==> config.mk <==
export PLATFORM = sky130hd
export DESIGN_NAME = kwi_unit
export DESIGN_NICKNAME = d
export VERILOG_FILES = /design/src/rtl/kwi_pkg.sv /design/src/rtl/kwi_sync.sv /design/src/rtl/kwi_unit.sv
export SDC_FILE = /design/constraint.sdc
export NUM_CORES = 1
export LEC_CHECK = 0
export BUFFER_PORTS_ARGS = -buffer_cell sky130_fd_sc_hd__buf_2
export CAP_MARGIN = 10
export CORE_MARGIN = 5
export CORE_UTILIZATION = 43
export DETAILED_ROUTE_END_ITERATION = 8
export PLACE_DENSITY = 0.79
export SYNTH_ARGS = -nofsm -noshare
export SYNTH_HDL_FRONTEND = slang
export SYNTH_SLANG_ARGS = --single-unit
==> constraint.sdc <==
create_clock -name ref_clk_in -period 1.93 [get_ports ref_clk_in]
set_input_delay 0.2895 -clock ref_clk_in [delete_from_list [all_inputs] [get_ports ref_clk_in]]
set_output_delay 0.2895 -clock ref_clk_in [all_outputs]
set_load 0.05 [all_outputs]
==> src/rtl/kwi_pkg.sv <==
// kwi_pkg: constants, register map and carrier types for the keypad wakeup interrupt unit
// assumes a single 200 MHz clock domain and an apb register bus
package kwi_pkg;
  localparam int unsigned KWI_PINS = 5;
  localparam logic [11:0] KWI_OFF_STATUS_CONTROL = 12'h000;
  localparam logic [11:0] KWI_OFF_PIN_ENABLE = 12'h004;
  localparam logic [11:0] KWI_OFF_IRQ_STATUS = 12'h008;
  localparam logic [11:0] KWI_OFF_IRQ_CLEAR = 12'h00c;
  localparam logic [11:0] KWI_OFF_IRQ_ENABLE = 12'h010;
  localparam int unsigned KWI_BIT_MODE = 0;
  localparam int unsigned KWI_BIT_MASK = 1;
  localparam int unsigned KWI_BIT_ACK = 2;
  localparam int unsigned KWI_BIT_FLAG = 3;
  localparam int unsigned KWI_EVT_LATCH = 0;
  localparam int unsigned KWI_EVT_CLEAR = 1;
  localparam logic [4:0] KWI_PIN_ENABLE_RESET = 5'h00;
  localparam logic [1:0] KWI_EVT_RESET = 2'h0;
  localparam logic [4:0] KWI_SYNC_RESET = 5'h1f;

  typedef struct packed {
    logic [11:0] paddr;
    logic psel;
    logic penable;
    logic pwrite;
    logic [31:0] pwdata;
  } kwi_apb_req_type;

  typedef struct packed {
    logic [31:0] prdata;
    logic pready;
    logic pslverr;
  } kwi_apb_rsp_type;
endpackage : kwi_pkg

==> src/rtl/kwi_sync.sv <==
// kwi_sync: two-flop synchroniser for the keypad pins
// assumes pins idle high, so flops reset to one
`timescale 1ns/1ps
`default_nettype none
module kwi_sync
  import kwi_pkg::*;
#(
  parameter int unsigned WIDTH = 5
)
(
  input wire logic ref_clk_in,
  input wire logic resetn_in,
  input wire logic [WIDTH-1:0] async_in,
  output logic [WIDTH-1:0] sync_out
);
  typedef struct packed {
    logic [WIDTH-1:0] meta;
    logic [WIDTH-1:0] stable;
  } kwi_sync_state_type;

  kwi_sync_state_type s_q;
  kwi_sync_state_type s_d;

  always_comb
  begin
    s_d.meta = async_in;
    s_d.stable = s_q.meta;
  end

  always_ff @(posedge ref_clk_in or negedge resetn_in)
  begin
    if (!resetn_in)
    begin
      s_q <= '{meta: {WIDTH{1'b1}}, stable: {WIDTH{1'b1}}};
    end
    else
    begin
      s_q <= s_d;
    end
  end

  assign sync_out = s_q.stable;
endmodule : kwi_sync
`default_nettype wire

==> src/rtl/kwi_unit.sv <==
// kwi_unit: keypad wakeup interrupt unit with apb registers
// assumes synchronous apb master on ref_clk_in; pins asynchronous, idle high
// Contract
// - writing one to acknowledge clears request
// - acknowledge bit always reads zero
// - mask bit set blocks processor interrupt
// - reset clears mask, acknowledge, sensitivity bits
// - sensitivity selects edge-only or edge-plus-level
// - enabled pins latch requests, others ignored
// - reset clears all pin enable bits
// - latch when enabled pin falls, all high before
// - level mode clears after ack and pins high
// - edge mode ack clears request at once
// - vector fetch acts as an acknowledge
//
// Added by the designer: register access over APB and the placing of the registers.
`timescale 1ns/1ps
`default_nettype none
module kwi_unit
  import kwi_pkg::*;
#(
  parameter int unsigned PINS = KWI_PINS
)
(
  input wire logic ref_clk_in,
  input wire logic resetn_in,
  input wire kwi_pkg::kwi_apb_req_type apb_req_in,
  output kwi_pkg::kwi_apb_rsp_type apb_rsp_out,
  input wire logic [PINS-1:0] keypad_pins_in,
  input wire logic vector_fetch_in,
  output logic keypad_irq_out,
  output logic event_irq_out
);
  import kwi_pkg::*;

  typedef struct packed {
    logic mode;
    logic mask;
    logic [PINS-1:0] pin_en;
    logic request;
    logic ack_seen;
    logic all_high;
    logic [1:0] evt_status;
    logic [1:0] evt_enable;
    logic [31:0] prdata;
    logic pready;
    logic pslverr;
    logic keypad_irq;
    logic event_irq;
  } kwi_state_type;

  kwi_state_type s_q;
  kwi_state_type s_d;
  logic [PINS-1:0] pins_sync;
  logic access;
  logic wr;
  logic ack_wr;
  logic ack;
  logic any_low;
  logic latch_evt;
  logic clear_evt;
  logic next_req;

  kwi_sync #(
    .WIDTH(PINS)
  ) u_sync (
    .ref_clk_in(ref_clk_in),
    .resetn_in(resetn_in),
    .async_in(keypad_pins_in),
    .sync_out(pins_sync)
  );

  always_comb
  begin
    s_d = s_q;
    access = apb_req_in.psel && apb_req_in.penable && !s_q.pready;
    wr = access && apb_req_in.pwrite;
    ack_wr = wr && (apb_req_in.paddr == KWI_OFF_STATUS_CONTROL) &&
             apb_req_in.pwdata[KWI_BIT_ACK];
    ack = ack_wr || vector_fetch_in;
    any_low = |(~pins_sync & s_q.pin_en);
    // falling edge of the combined line, only after all enabled pins were high
    latch_evt = any_low && s_q.all_high;
    next_req = s_q.request;
    if (s_q.request)
    begin
      if (!s_q.mode)
      begin
        if (ack)
        begin
          next_req = 1'b0;
        end
      end
      else if ((ack || s_q.ack_seen) && !any_low)
      begin
        next_req = 1'b0;
      end
    end
    if (latch_evt)
    begin
      next_req = 1'b1;
    end
    clear_evt = s_q.request && !next_req;
    s_d.request = next_req;
    s_d.ack_seen = next_req && s_q.mode && (s_q.ack_seen || ack) && !latch_evt;
    s_d.all_high = !any_low;
    s_d.pready = access;
    s_d.pslverr = 1'b0;
    s_d.prdata = 32'h0000_0000;
    if (wr)
    begin
      case (apb_req_in.paddr)
        KWI_OFF_STATUS_CONTROL:
        begin
          s_d.mode = apb_req_in.pwdata[KWI_BIT_MODE];
          s_d.mask = apb_req_in.pwdata[KWI_BIT_MASK];
        end
        KWI_OFF_PIN_ENABLE: s_d.pin_en = apb_req_in.pwdata[PINS-1:0];
        KWI_OFF_IRQ_ENABLE: s_d.evt_enable = apb_req_in.pwdata[1:0];
        KWI_OFF_IRQ_STATUS: s_d.pslverr = 1'b0;
        KWI_OFF_IRQ_CLEAR: s_d.pslverr = 1'b0;
        default: s_d.pslverr = 1'b1;
      endcase
    end
    else if (access)
    begin
      case (apb_req_in.paddr)
        KWI_OFF_STATUS_CONTROL:
        begin
          s_d.prdata[KWI_BIT_MODE] = s_q.mode;
          s_d.prdata[KWI_BIT_MASK] = s_q.mask;
          s_d.prdata[KWI_BIT_ACK] = 1'b0;
          s_d.prdata[KWI_BIT_FLAG] = s_q.request;
        end
        KWI_OFF_PIN_ENABLE: s_d.prdata[PINS-1:0] = s_q.pin_en;
        KWI_OFF_IRQ_STATUS: s_d.prdata[1:0] = s_q.evt_status;
        KWI_OFF_IRQ_ENABLE: s_d.prdata[1:0] = s_q.evt_enable;
        KWI_OFF_IRQ_CLEAR: s_d.prdata = 32'h0000_0000;
        default: s_d.pslverr = 1'b1;
      endcase
    end
    // write-one clears, then new events set; set wins
    if (wr && (apb_req_in.paddr == KWI_OFF_IRQ_CLEAR))
    begin
      s_d.evt_status = s_q.evt_status & ~apb_req_in.pwdata[1:0];
    end
    if (latch_evt)
    begin
      s_d.evt_status[KWI_EVT_LATCH] = 1'b1;
    end
    if (clear_evt)
    begin
      s_d.evt_status[KWI_EVT_CLEAR] = 1'b1;
    end
    s_d.keypad_irq = next_req && !s_d.mask;
    s_d.event_irq = |(s_d.evt_status & s_d.evt_enable);
  end

  always_ff @(posedge ref_clk_in or negedge resetn_in)
  begin
    if (!resetn_in)
    begin
      s_q.mode <= 1'b0;
      s_q.mask <= 1'b0;
      s_q.pin_en <= KWI_PIN_ENABLE_RESET;
      s_q.request <= 1'b0;
      s_q.ack_seen <= 1'b0;
      s_q.all_high <= 1'b1;
      s_q.evt_status <= KWI_EVT_RESET;
      s_q.evt_enable <= KWI_EVT_RESET;
      s_q.prdata <= 32'h0000_0000;
      s_q.pready <= 1'b0;
      s_q.pslverr <= 1'b0;
      s_q.keypad_irq <= 1'b0;
      s_q.event_irq <= 1'b0;
    end
    else
    begin
      s_q <= s_d;
    end
  end

  assign apb_rsp_out.prdata = s_q.prdata;
  assign apb_rsp_out.pready = s_q.pready;
  assign apb_rsp_out.pslverr = s_q.pslverr;
  assign keypad_irq_out = s_q.keypad_irq;
  assign event_irq_out = s_q.event_irq;
endmodule : kwi_unit
`default_nettype wire

==> results by group, run 1 <==
Finish
  – Cell Count, Final, Fillers Out: ~240
  – Antenna cell count: 0
  – Share of layout cells above drive strength 1: a little under two fifths
  – Layout area overhead: 13.4%
  – Most common cell after layout, fill and taps aside: buf_2
  – Final-layout fill cell count: 343
  – Nets: ~240
  – Commonest non-fill, non-tap cells in the layout: 36 x buf_2, 27 x conb_1, 22 x dfrtp_1, 12 x nand2_1, 11 x dfstp_2
  – Sequential cell area: between 800 and 900 sq um
  – Multi-input gate area: roughly 570 sq um

Floorplanning
  – Row cnt: 22
  – # IOs: 91
  – Core area: roughly 3600 sq um
  – Initial Util: a little over two fifths
  – Die area: about 5000 sq um
  – Die Ht: 70.9 microns
  – Die Span X: 70.9 microns

GRT
  – Vias in the first global route: between 1000 and 1500
  – First-pass GRT wire length: between 4000 and 5000 microns
  – Largest net degree at the start of global routing: 34
  – Met1 GRT Util: ~14%
  – Initial antenna violation count: 0
  – Most Crowded Layer GR: met2
  – GR Util met2: 18.3%
  – GRT overflow: 0
  – GRT Total Usage: between 10% and 20%
  – GR Layer Usage met3: around 3.8%

Setup path
  – Worst setup path start: apb_rsp_out[1]
  – Worst setup EP type: register
  – Critical Path, Cell by Cell: nand3b_4 -> inv_1 -> nand4_2 -> o21a_1 -> a311o_1 -> a22o_1
  – Max FO, Critical Path: 5
  – CP startpoint kind: register
  – Worst r2r src: apb_rsp_out[1]
  – Slowest CP cell: dfrtp_1
  – Data arrival, critical path: roughly 1.9 ns
  – Worst EP required: around 2.1 ns
  – Crit path kind: reg2reg
  – CP max stage delay: around 0.37 ns

Synth
  – Largest family of logic cells by synthesized area: buffers and inverters
  – Post-Synth XOR/XNOR Area: 0%
  – Post-synthesis compound-gate area fraction: approximately 8.6%
  – Mux cell area share after synthesis: roughly 4.7%
  – Synthesis-stage register bit count: 33
  – Unique masters post-synth: 30
  – Post-Syn Instances: approximately 150
  – Adder-Cell Fraction of Synth Area: 0%
  – Synthesized cell area: 1600 sq um
  – Post-Synth Simple-Gate Area: 15.5%
  – Seq/Total Area, Yosys: 52.6%
  – Post-synthesis area per instance: roughly 11 sq um
  – Yosys warning total: 0

Timing
  – Endpoints failing hold: 0
  – Hold WS: approximately 0.054 ns
  – Min Tclk post-route: approximately 1.7 ns
  – Worst-Margin Slew: 0.690 ns
  – Clock Skews: approximately 0.0033 ns
  – Tcrit/Tclk final: around 87%
  – RSZ-0062 raised after global routing: no
  – Slew Limit Fails: 0
  – Sum Neg Setup Slack: 0 ns
  – Relative slew slack: 54.0%
  – Setup violations, final: 0
  – Max Freq: 0.593 GHz

CTS
  – CTS tree: built
  – CTS resizes: 0
  – Clk sinks: 33
  – Post-CTS setup buffer count: 0
  – Cts hold-fix bufs: 0
  – Clock-pin slew on the worst setup and hold paths: 0.06 ns
  – H-tree levels: 2
  – TritonCTS Buffers: 5
  – Root buf cell: clkbuf_8
  – Skew-Pair Late Insertion Delay: 0.28 ns
  – Worst-case clock buffer depth: 2

Placement
  – Detailed placement HPWL: roughly 2200 microns
  – RePlAce Congestion: about 0.84
  – PortBufs: 36
  – Placed Cells: around 230

Detailed routing
  – DRC errors left: 0
  – Via density: 4.49
  – Drt pass-1 iters: 4
  – Wire length per cell: 11.9 microns
  – Final ANT Viol Nets: 0
  – Detailed Route WL: 2790 microns
  – 1st-iter DRT viols: 31
  – Vias: roughly 1100

Power
  – Psw: about 0.41 mW
  – Clock Power Share: between 30% and 40%
  – Power per cell area: around 810 nW/um^2
  – Flop pwr share: roughly 50%
  – Leakage Power: between 0.8 and 0.9 nW
  – Int Power: ~1.1 mW
  – Switch share: ~28%
  – Worst VDD drop: between 0.4 and 0.5 mV
  – Comb power frac: between 10% and 20%

Run status
  – Status: completed

Job
  – Max cap viols: 0

Worst hold path
  – HP Class: in2async
worst paths after layout:
| path | cells after the start | end | slack (ns) |
|---|---|---|---|
| max in group asynchronous | 1 | s_q[36] | 1.43 |
| worst max register to register | 6 | event_irq_out | 0.24 |
| worst min register to register | 0 | u_sync.sync_out[4] | 0.35 |
| worst max-delay path | 6 | event_irq_out | 0.24 |
| min in group ref_clk_in | 1 | u_sync.s_d[2] | 0.11 |
| worst min-delay path | 1 | s_q[41] | 0.05 |
registers in the layout, summed over array words and instances, names as in the netlist:
name / flops
keypad_irq_out: 1
u_sync.sync_out: 5
event_irq_out: 1
u_sync.s_d: 5
apb_rsp_out: 7
s_q: 14
metrics by stage:
stage | total power [mW] | setup slack, ns | cell area [sq um] | util (%)
6_report | 1.46 | 0.244 | 1810 | 49.8
5_1_grt | 1.53 | 0.0897 | 1810 | 49.8
4_1_cts | 1.48 | 0.153 | 1800 | 49.5
3_5_place_dp | 0.958 | 0.0191 | 1710 | 47.0
3_3_place_gp | 0.956 | 0.0502 | 1710 | 47.0
2_1_floorplan | 0.943 | 0.191 | 1690 | -
routing by layer:
layer | vias to the layer above | routed length [microns]
li1 | 517 | -
met1 | 488 | 1120
met2 | 41 | 1360
met3 | 8 | 249
met4 | 0 | 62
met5 | - | 0
synthesized netlist by cell type:
library cell / count / area [sq um]
buf_4: 34 / 255
dfrtp_1: 22 / 551
nand2_1: 12 / 45.0
dfstp_2: 11 / 289
inv_1: 8 / 30.0
nor2_1: 8 / 30.0
nor3_1: 8 / 40.0
o21ai_0: 7 / 35.0
nand3_1: 5 / 25.0
o22ai_1: 5 / 31.3
mux2_2: 4 / 45.0
mux2i_1: 3 / 30.0
a22oi_1: 2 / 15.0
clkbuf_1: 2 / 7.51
nand2b_1: 2 / 12.5
a2111oi_0: 1 / 8.76
a21oi_1: 1 / 5.00
a22o_1: 1 / 8.76
a311o_1: 1 / 10.0
conb_1: 1 / 3.75
nand3b_4: 1 / 20.0
nand4_2: 1 / 12.5
nor2b_1: 1 / 6.26
nor4_1: 1 / 6.26
nor4_2: 1 / 12.5
nor4_4: 1 / 21.3
nor4b_2: 1 / 15.0
o21a_1: 1 / 7.51
o21bai_1: 1 / 7.51
o221ai_1: 1 / 8.76
power groups by stage:
stage               combinational, mW  clock, mW  sequential, mW
floorplan                       0.206          0           0.738
global placement                0.220          0           0.736
detailed placement              0.222          0           0.737
CTS                             0.222      0.531           0.725
global route                    0.238      0.567           0.726
finish                          0.223      0.513           0.725
area by class of cell:
type,count,share of cell area [%]
timing repair buffer,41,12.0
sequential,33,46.4
inverter,8,1.66
tap,48,3.32
multi-input combinational,97,31.6
clock buffer,8,4.98
worst max-delay path, delay by kind of cell (launching register included):
kind | cells | cell delay, ns
AO/OA/AOI/OAI | 3 | 0.74
buffers and inverters | 1 | 0.11
AND/OR/NAND/NOR | 2 | 0.35
flip-flops | 1 | 0.37
kinds of logic (layout without fill, tap and decap cells):
logic type,count (synthesis),count (layout)
buffers and inverters,44,57
and+or+nand+nor,42,42
DFF,33,33
AOI/OAI and AO/OA,21,21
muxes,7,7
other,1,27
Power figures use the tool's default switching activity.
==> run 2: changes to the inputs <==
- clock period: 1.93 -> 1.8 ns (I/O delays scaled with it)
==> run 2 against run 1 <==
Non-clock buffer count stayed put. Utilization is 0.59 points higher. Hold slack got worse by 0.031 ns. Count of clock-buffer cells in the layout shrank 1. Cell count unchanged. Power grew 17%. Clock power increased by 36%. Sequential share of layout area shrank 0.54 points. Register-to-register slack got worse by 0.11 ns. Cell area is 1.2% higher. First-iteration DRC count up 32%. Critical endpoint is now keypad_irq_out.
==> results by group, run 2 (synthesized netlist as in run 1, its figures left out) <==
Run status
  – Status: completed (unchanged)

Detailed routing
  – Vias: 1061 (was 1054)
  – DRC errors left: 0 (unchanged)
  – Final ANT Viol Nets: 0 (unchanged)
  – Wire length per cell: 11.8 microns (was 11.9 microns)
  – 1st-iter DRT viols: 41 (was 31)
  – Via density: 4.51 (was 4.49)
  – Detailed Route WL: 2770 microns (was 2790 microns)
  – Drt pass-1 iters: 4 (unchanged)

Floorplanning
  – Die Span X: 70.9 microns (unchanged)
  – Die area: 5030 sq um (unchanged)
  – Initial Util: 43.9% (unchanged)
  – Row cnt: 22 (unchanged)
  – Die Ht: 70.9 microns (unchanged)
  – Core area: 3630 sq um (unchanged)
  – # IOs: 91 (unchanged)

Timing
  – Clock Skews: 0.0102 ns (was 0.00328 ns)
  – Relative slew slack: 54.8% (was 54.0%)
  – Tcrit/Tclk final: 92.7% (was 87.4%)
  – Slew Limit Fails: 0 (unchanged)
  – Hold WS: 0.0235 ns (was 0.0542 ns)
  – Endpoints failing hold: 0 (unchanged)
  – Worst-Margin Slew: 0.679 ns (was 0.690 ns)
  – Sum Neg Setup Slack: 0 ns (unchanged)
  – RSZ-0062 raised after global routing: yes (was no)
  – Min Tclk post-route: 1.67 ns (was 1.69 ns)
  – Setup violations, final: 0 (unchanged)
  – Max Freq: 0.599 GHz (was 0.593 GHz)

Setup path
  – Critical path's top delay family: simple AND/OR/NAND/NOR gates (was compound AO/OA/AOI/OAI gates)
  – CP max stage delay: 0.39 ns (was 0.37 ns)
  – Worst setup EP type: register (unchanged)
  – Worst EP required: 2.01 ns (was 2.10 ns)
  – Worst Path Buf+Inv: 1 (unchanged)
  – Slowest CP cell: mux2_2 (was dfrtp_1)
  – CP startpoint kind: register (unchanged)
  – Critical Path, Cell by Cell: nand3b_4 -> inv_1 -> nand4_2 -> nor3_1 -> mux2_2 -> nor2b_1 (was nand3b_4 -> inv_1 -> nand4_2 -> o21a_1 -> a311o_1 -> a22o_1)
  – Max FO, Critical Path: 5 (unchanged)
  – Data arrival, critical path: 1.88 ns (was 1.85 ns)
  – Crit path kind: reg2reg (unchanged)

Placement
  – DP Area: 1710 sq um (unchanged)
  – RePlAce Congestion: 0.832 (was 0.845)
  – PortBufs: 36 (unchanged)
  – Detailed placement HPWL: 2160 microns (about the same)

Finish
  – Commonest non-fill, non-tap cells in the layout: 36 x buf_2, 27 x conb_1, 22 x dfrtp_1, 12 x nand2_1, 11 x dfstp_2 (unchanged)
  – Multi-input gate area: 567 sq um (was 572 sq um)
  – Layout area overhead: 14.7% (was 13.4%)
  – Antenna cell count: 0 (unchanged)
  – Final-layout fill cell count: 330 (was 343)
  – Post-route cell area: 1830 sq um (was 1810 sq um)
  – Top reg by flops: s_q (unchanged)
  – Sequential cell area: 840 sq um (unchanged)
  – Most common cell after layout, fill and taps aside: buf_2 (unchanged)
  – Largest register FFs: 14 (unchanged)
  – Nets: 241 (unchanged)
  – Share of layout cells above drive strength 1: 36.9% (unchanged)

CTS
  – Worst-case clock buffer depth: 2 (unchanged)
  – Post-CTS setup buffer count: 0 (unchanged)
  – H-tree levels: 2 (unchanged)
  – Root buf cell: clkbuf_8 (unchanged)
  – CTS tree: built (unchanged)
  – Clock-pin slew on the worst setup and hold paths: 0.07 ns (was 0.06 ns)
  – Clk sinks: 33 (unchanged)
  – TritonCTS Buffers: 5 (unchanged)
  – Skew-Pair Late Insertion Delay: 0.28 ns (about the same)

Job
  – Max cap viols: 0 (unchanged)

GRT
  – GRT Total Usage: 11.8% (was 11.9%)
  – GRT overflow: 0 (unchanged)
  – Vias in the first global route: 1051 (was 1025)
  – Initial antenna violation count: 0 (unchanged)
  – Largest net degree at the start of global routing: 34 (unchanged)
  – First-pass GRT wire length: 4560 microns (was 4550 microns)

Power
  – Total power: 1.71 mW (was 1.46 mW)
  – Worst VDD drop: 0.361 mV (was 0.462 mV)
  – Leakage Power: 0.900 nW (was 0.888 nW)
  – Power per cell area: 936 nW/um^2 (was 808 nW/um^2)

Worst hold path
  – HP Class: in2async (unchanged)
-- run 2: cell types whose count changed in the layout (fill, tap and decap cells not counted), sizes merged --
| cell | previous run | this run |
|---|---|---|
| bufinv | 0 | 1 |
| clkbuf | 8 | 7 |
-- run 2: metal layers --
layer / vias up / wire length (microns) / track usage [%]
met1: 492 / 1080 / 13.3
met5: - / 0 / 0
met2: 42 / 1410 / 19.3
li1: 519 / - / -
met3: 8 / 223 / 5.11
met4: 0 / 57 / 5.64
-- run 2: path summary, 6_finish.rpt --
kind | start | to | slack [ns] | cells past startpoint
max | apb_rsp_out[1] | keypad_irq_out | 0.13 | 6
min | resetn_in | s_q[42] | 0.02 | 1
max reg2reg | apb_rsp_out[1] | keypad_irq_out | 0.13 | 6
min reg2reg | u_sync.s_d[4] | u_sync.sync_out[4] | 0.36 | 0
max in group asynchronous | resetn_in | apb_rsp_out[1] | 1.33 | 1
min in group ref_clk_in | keypad_pins_in[2] | u_sync.s_d[2] | 0.08 | 1
-- run 2: through the flow --
stage	setup WS, ns	utilization (%)	instances
after CTS	0.0251	50.2	235
after global routing	-0.00478	50.4	235
after detailed placement	-0.180	47.0	227
final	0.132	50.4	235
after global placement	-0.0610	47.0	227
after floorplan	0.0802	-	174
-- run 2: layout make-up --
cell class,instances,share of cell area (%)
Inverter,8,1.64
Tap cell,48,3.28
Clock buffer,7,4.72
Clock inverter,1,1.64
Multi-Input combinational cell,97,31.0
Timing Repair Buffer,41,11.9
Sequential cell,33,45.9
-- run 2: repair_timing --
| action | 4_1_cts | 5_1_grt |
|---|---|---|
| resized for setup | 1 | 1 |
| endpoints found under the setup margin | 1 | 2 |
| gates cloned | 0 | 0 |
| hold buffers | 0 | 0 |
-- run 2: power by group --
part	total, mW	switching, mW	internal [mW]
Clock	0.698	0.247	0.451
Combinational	0.238	0.192	0.0465
Sequential	0.777	0.00697	0.770
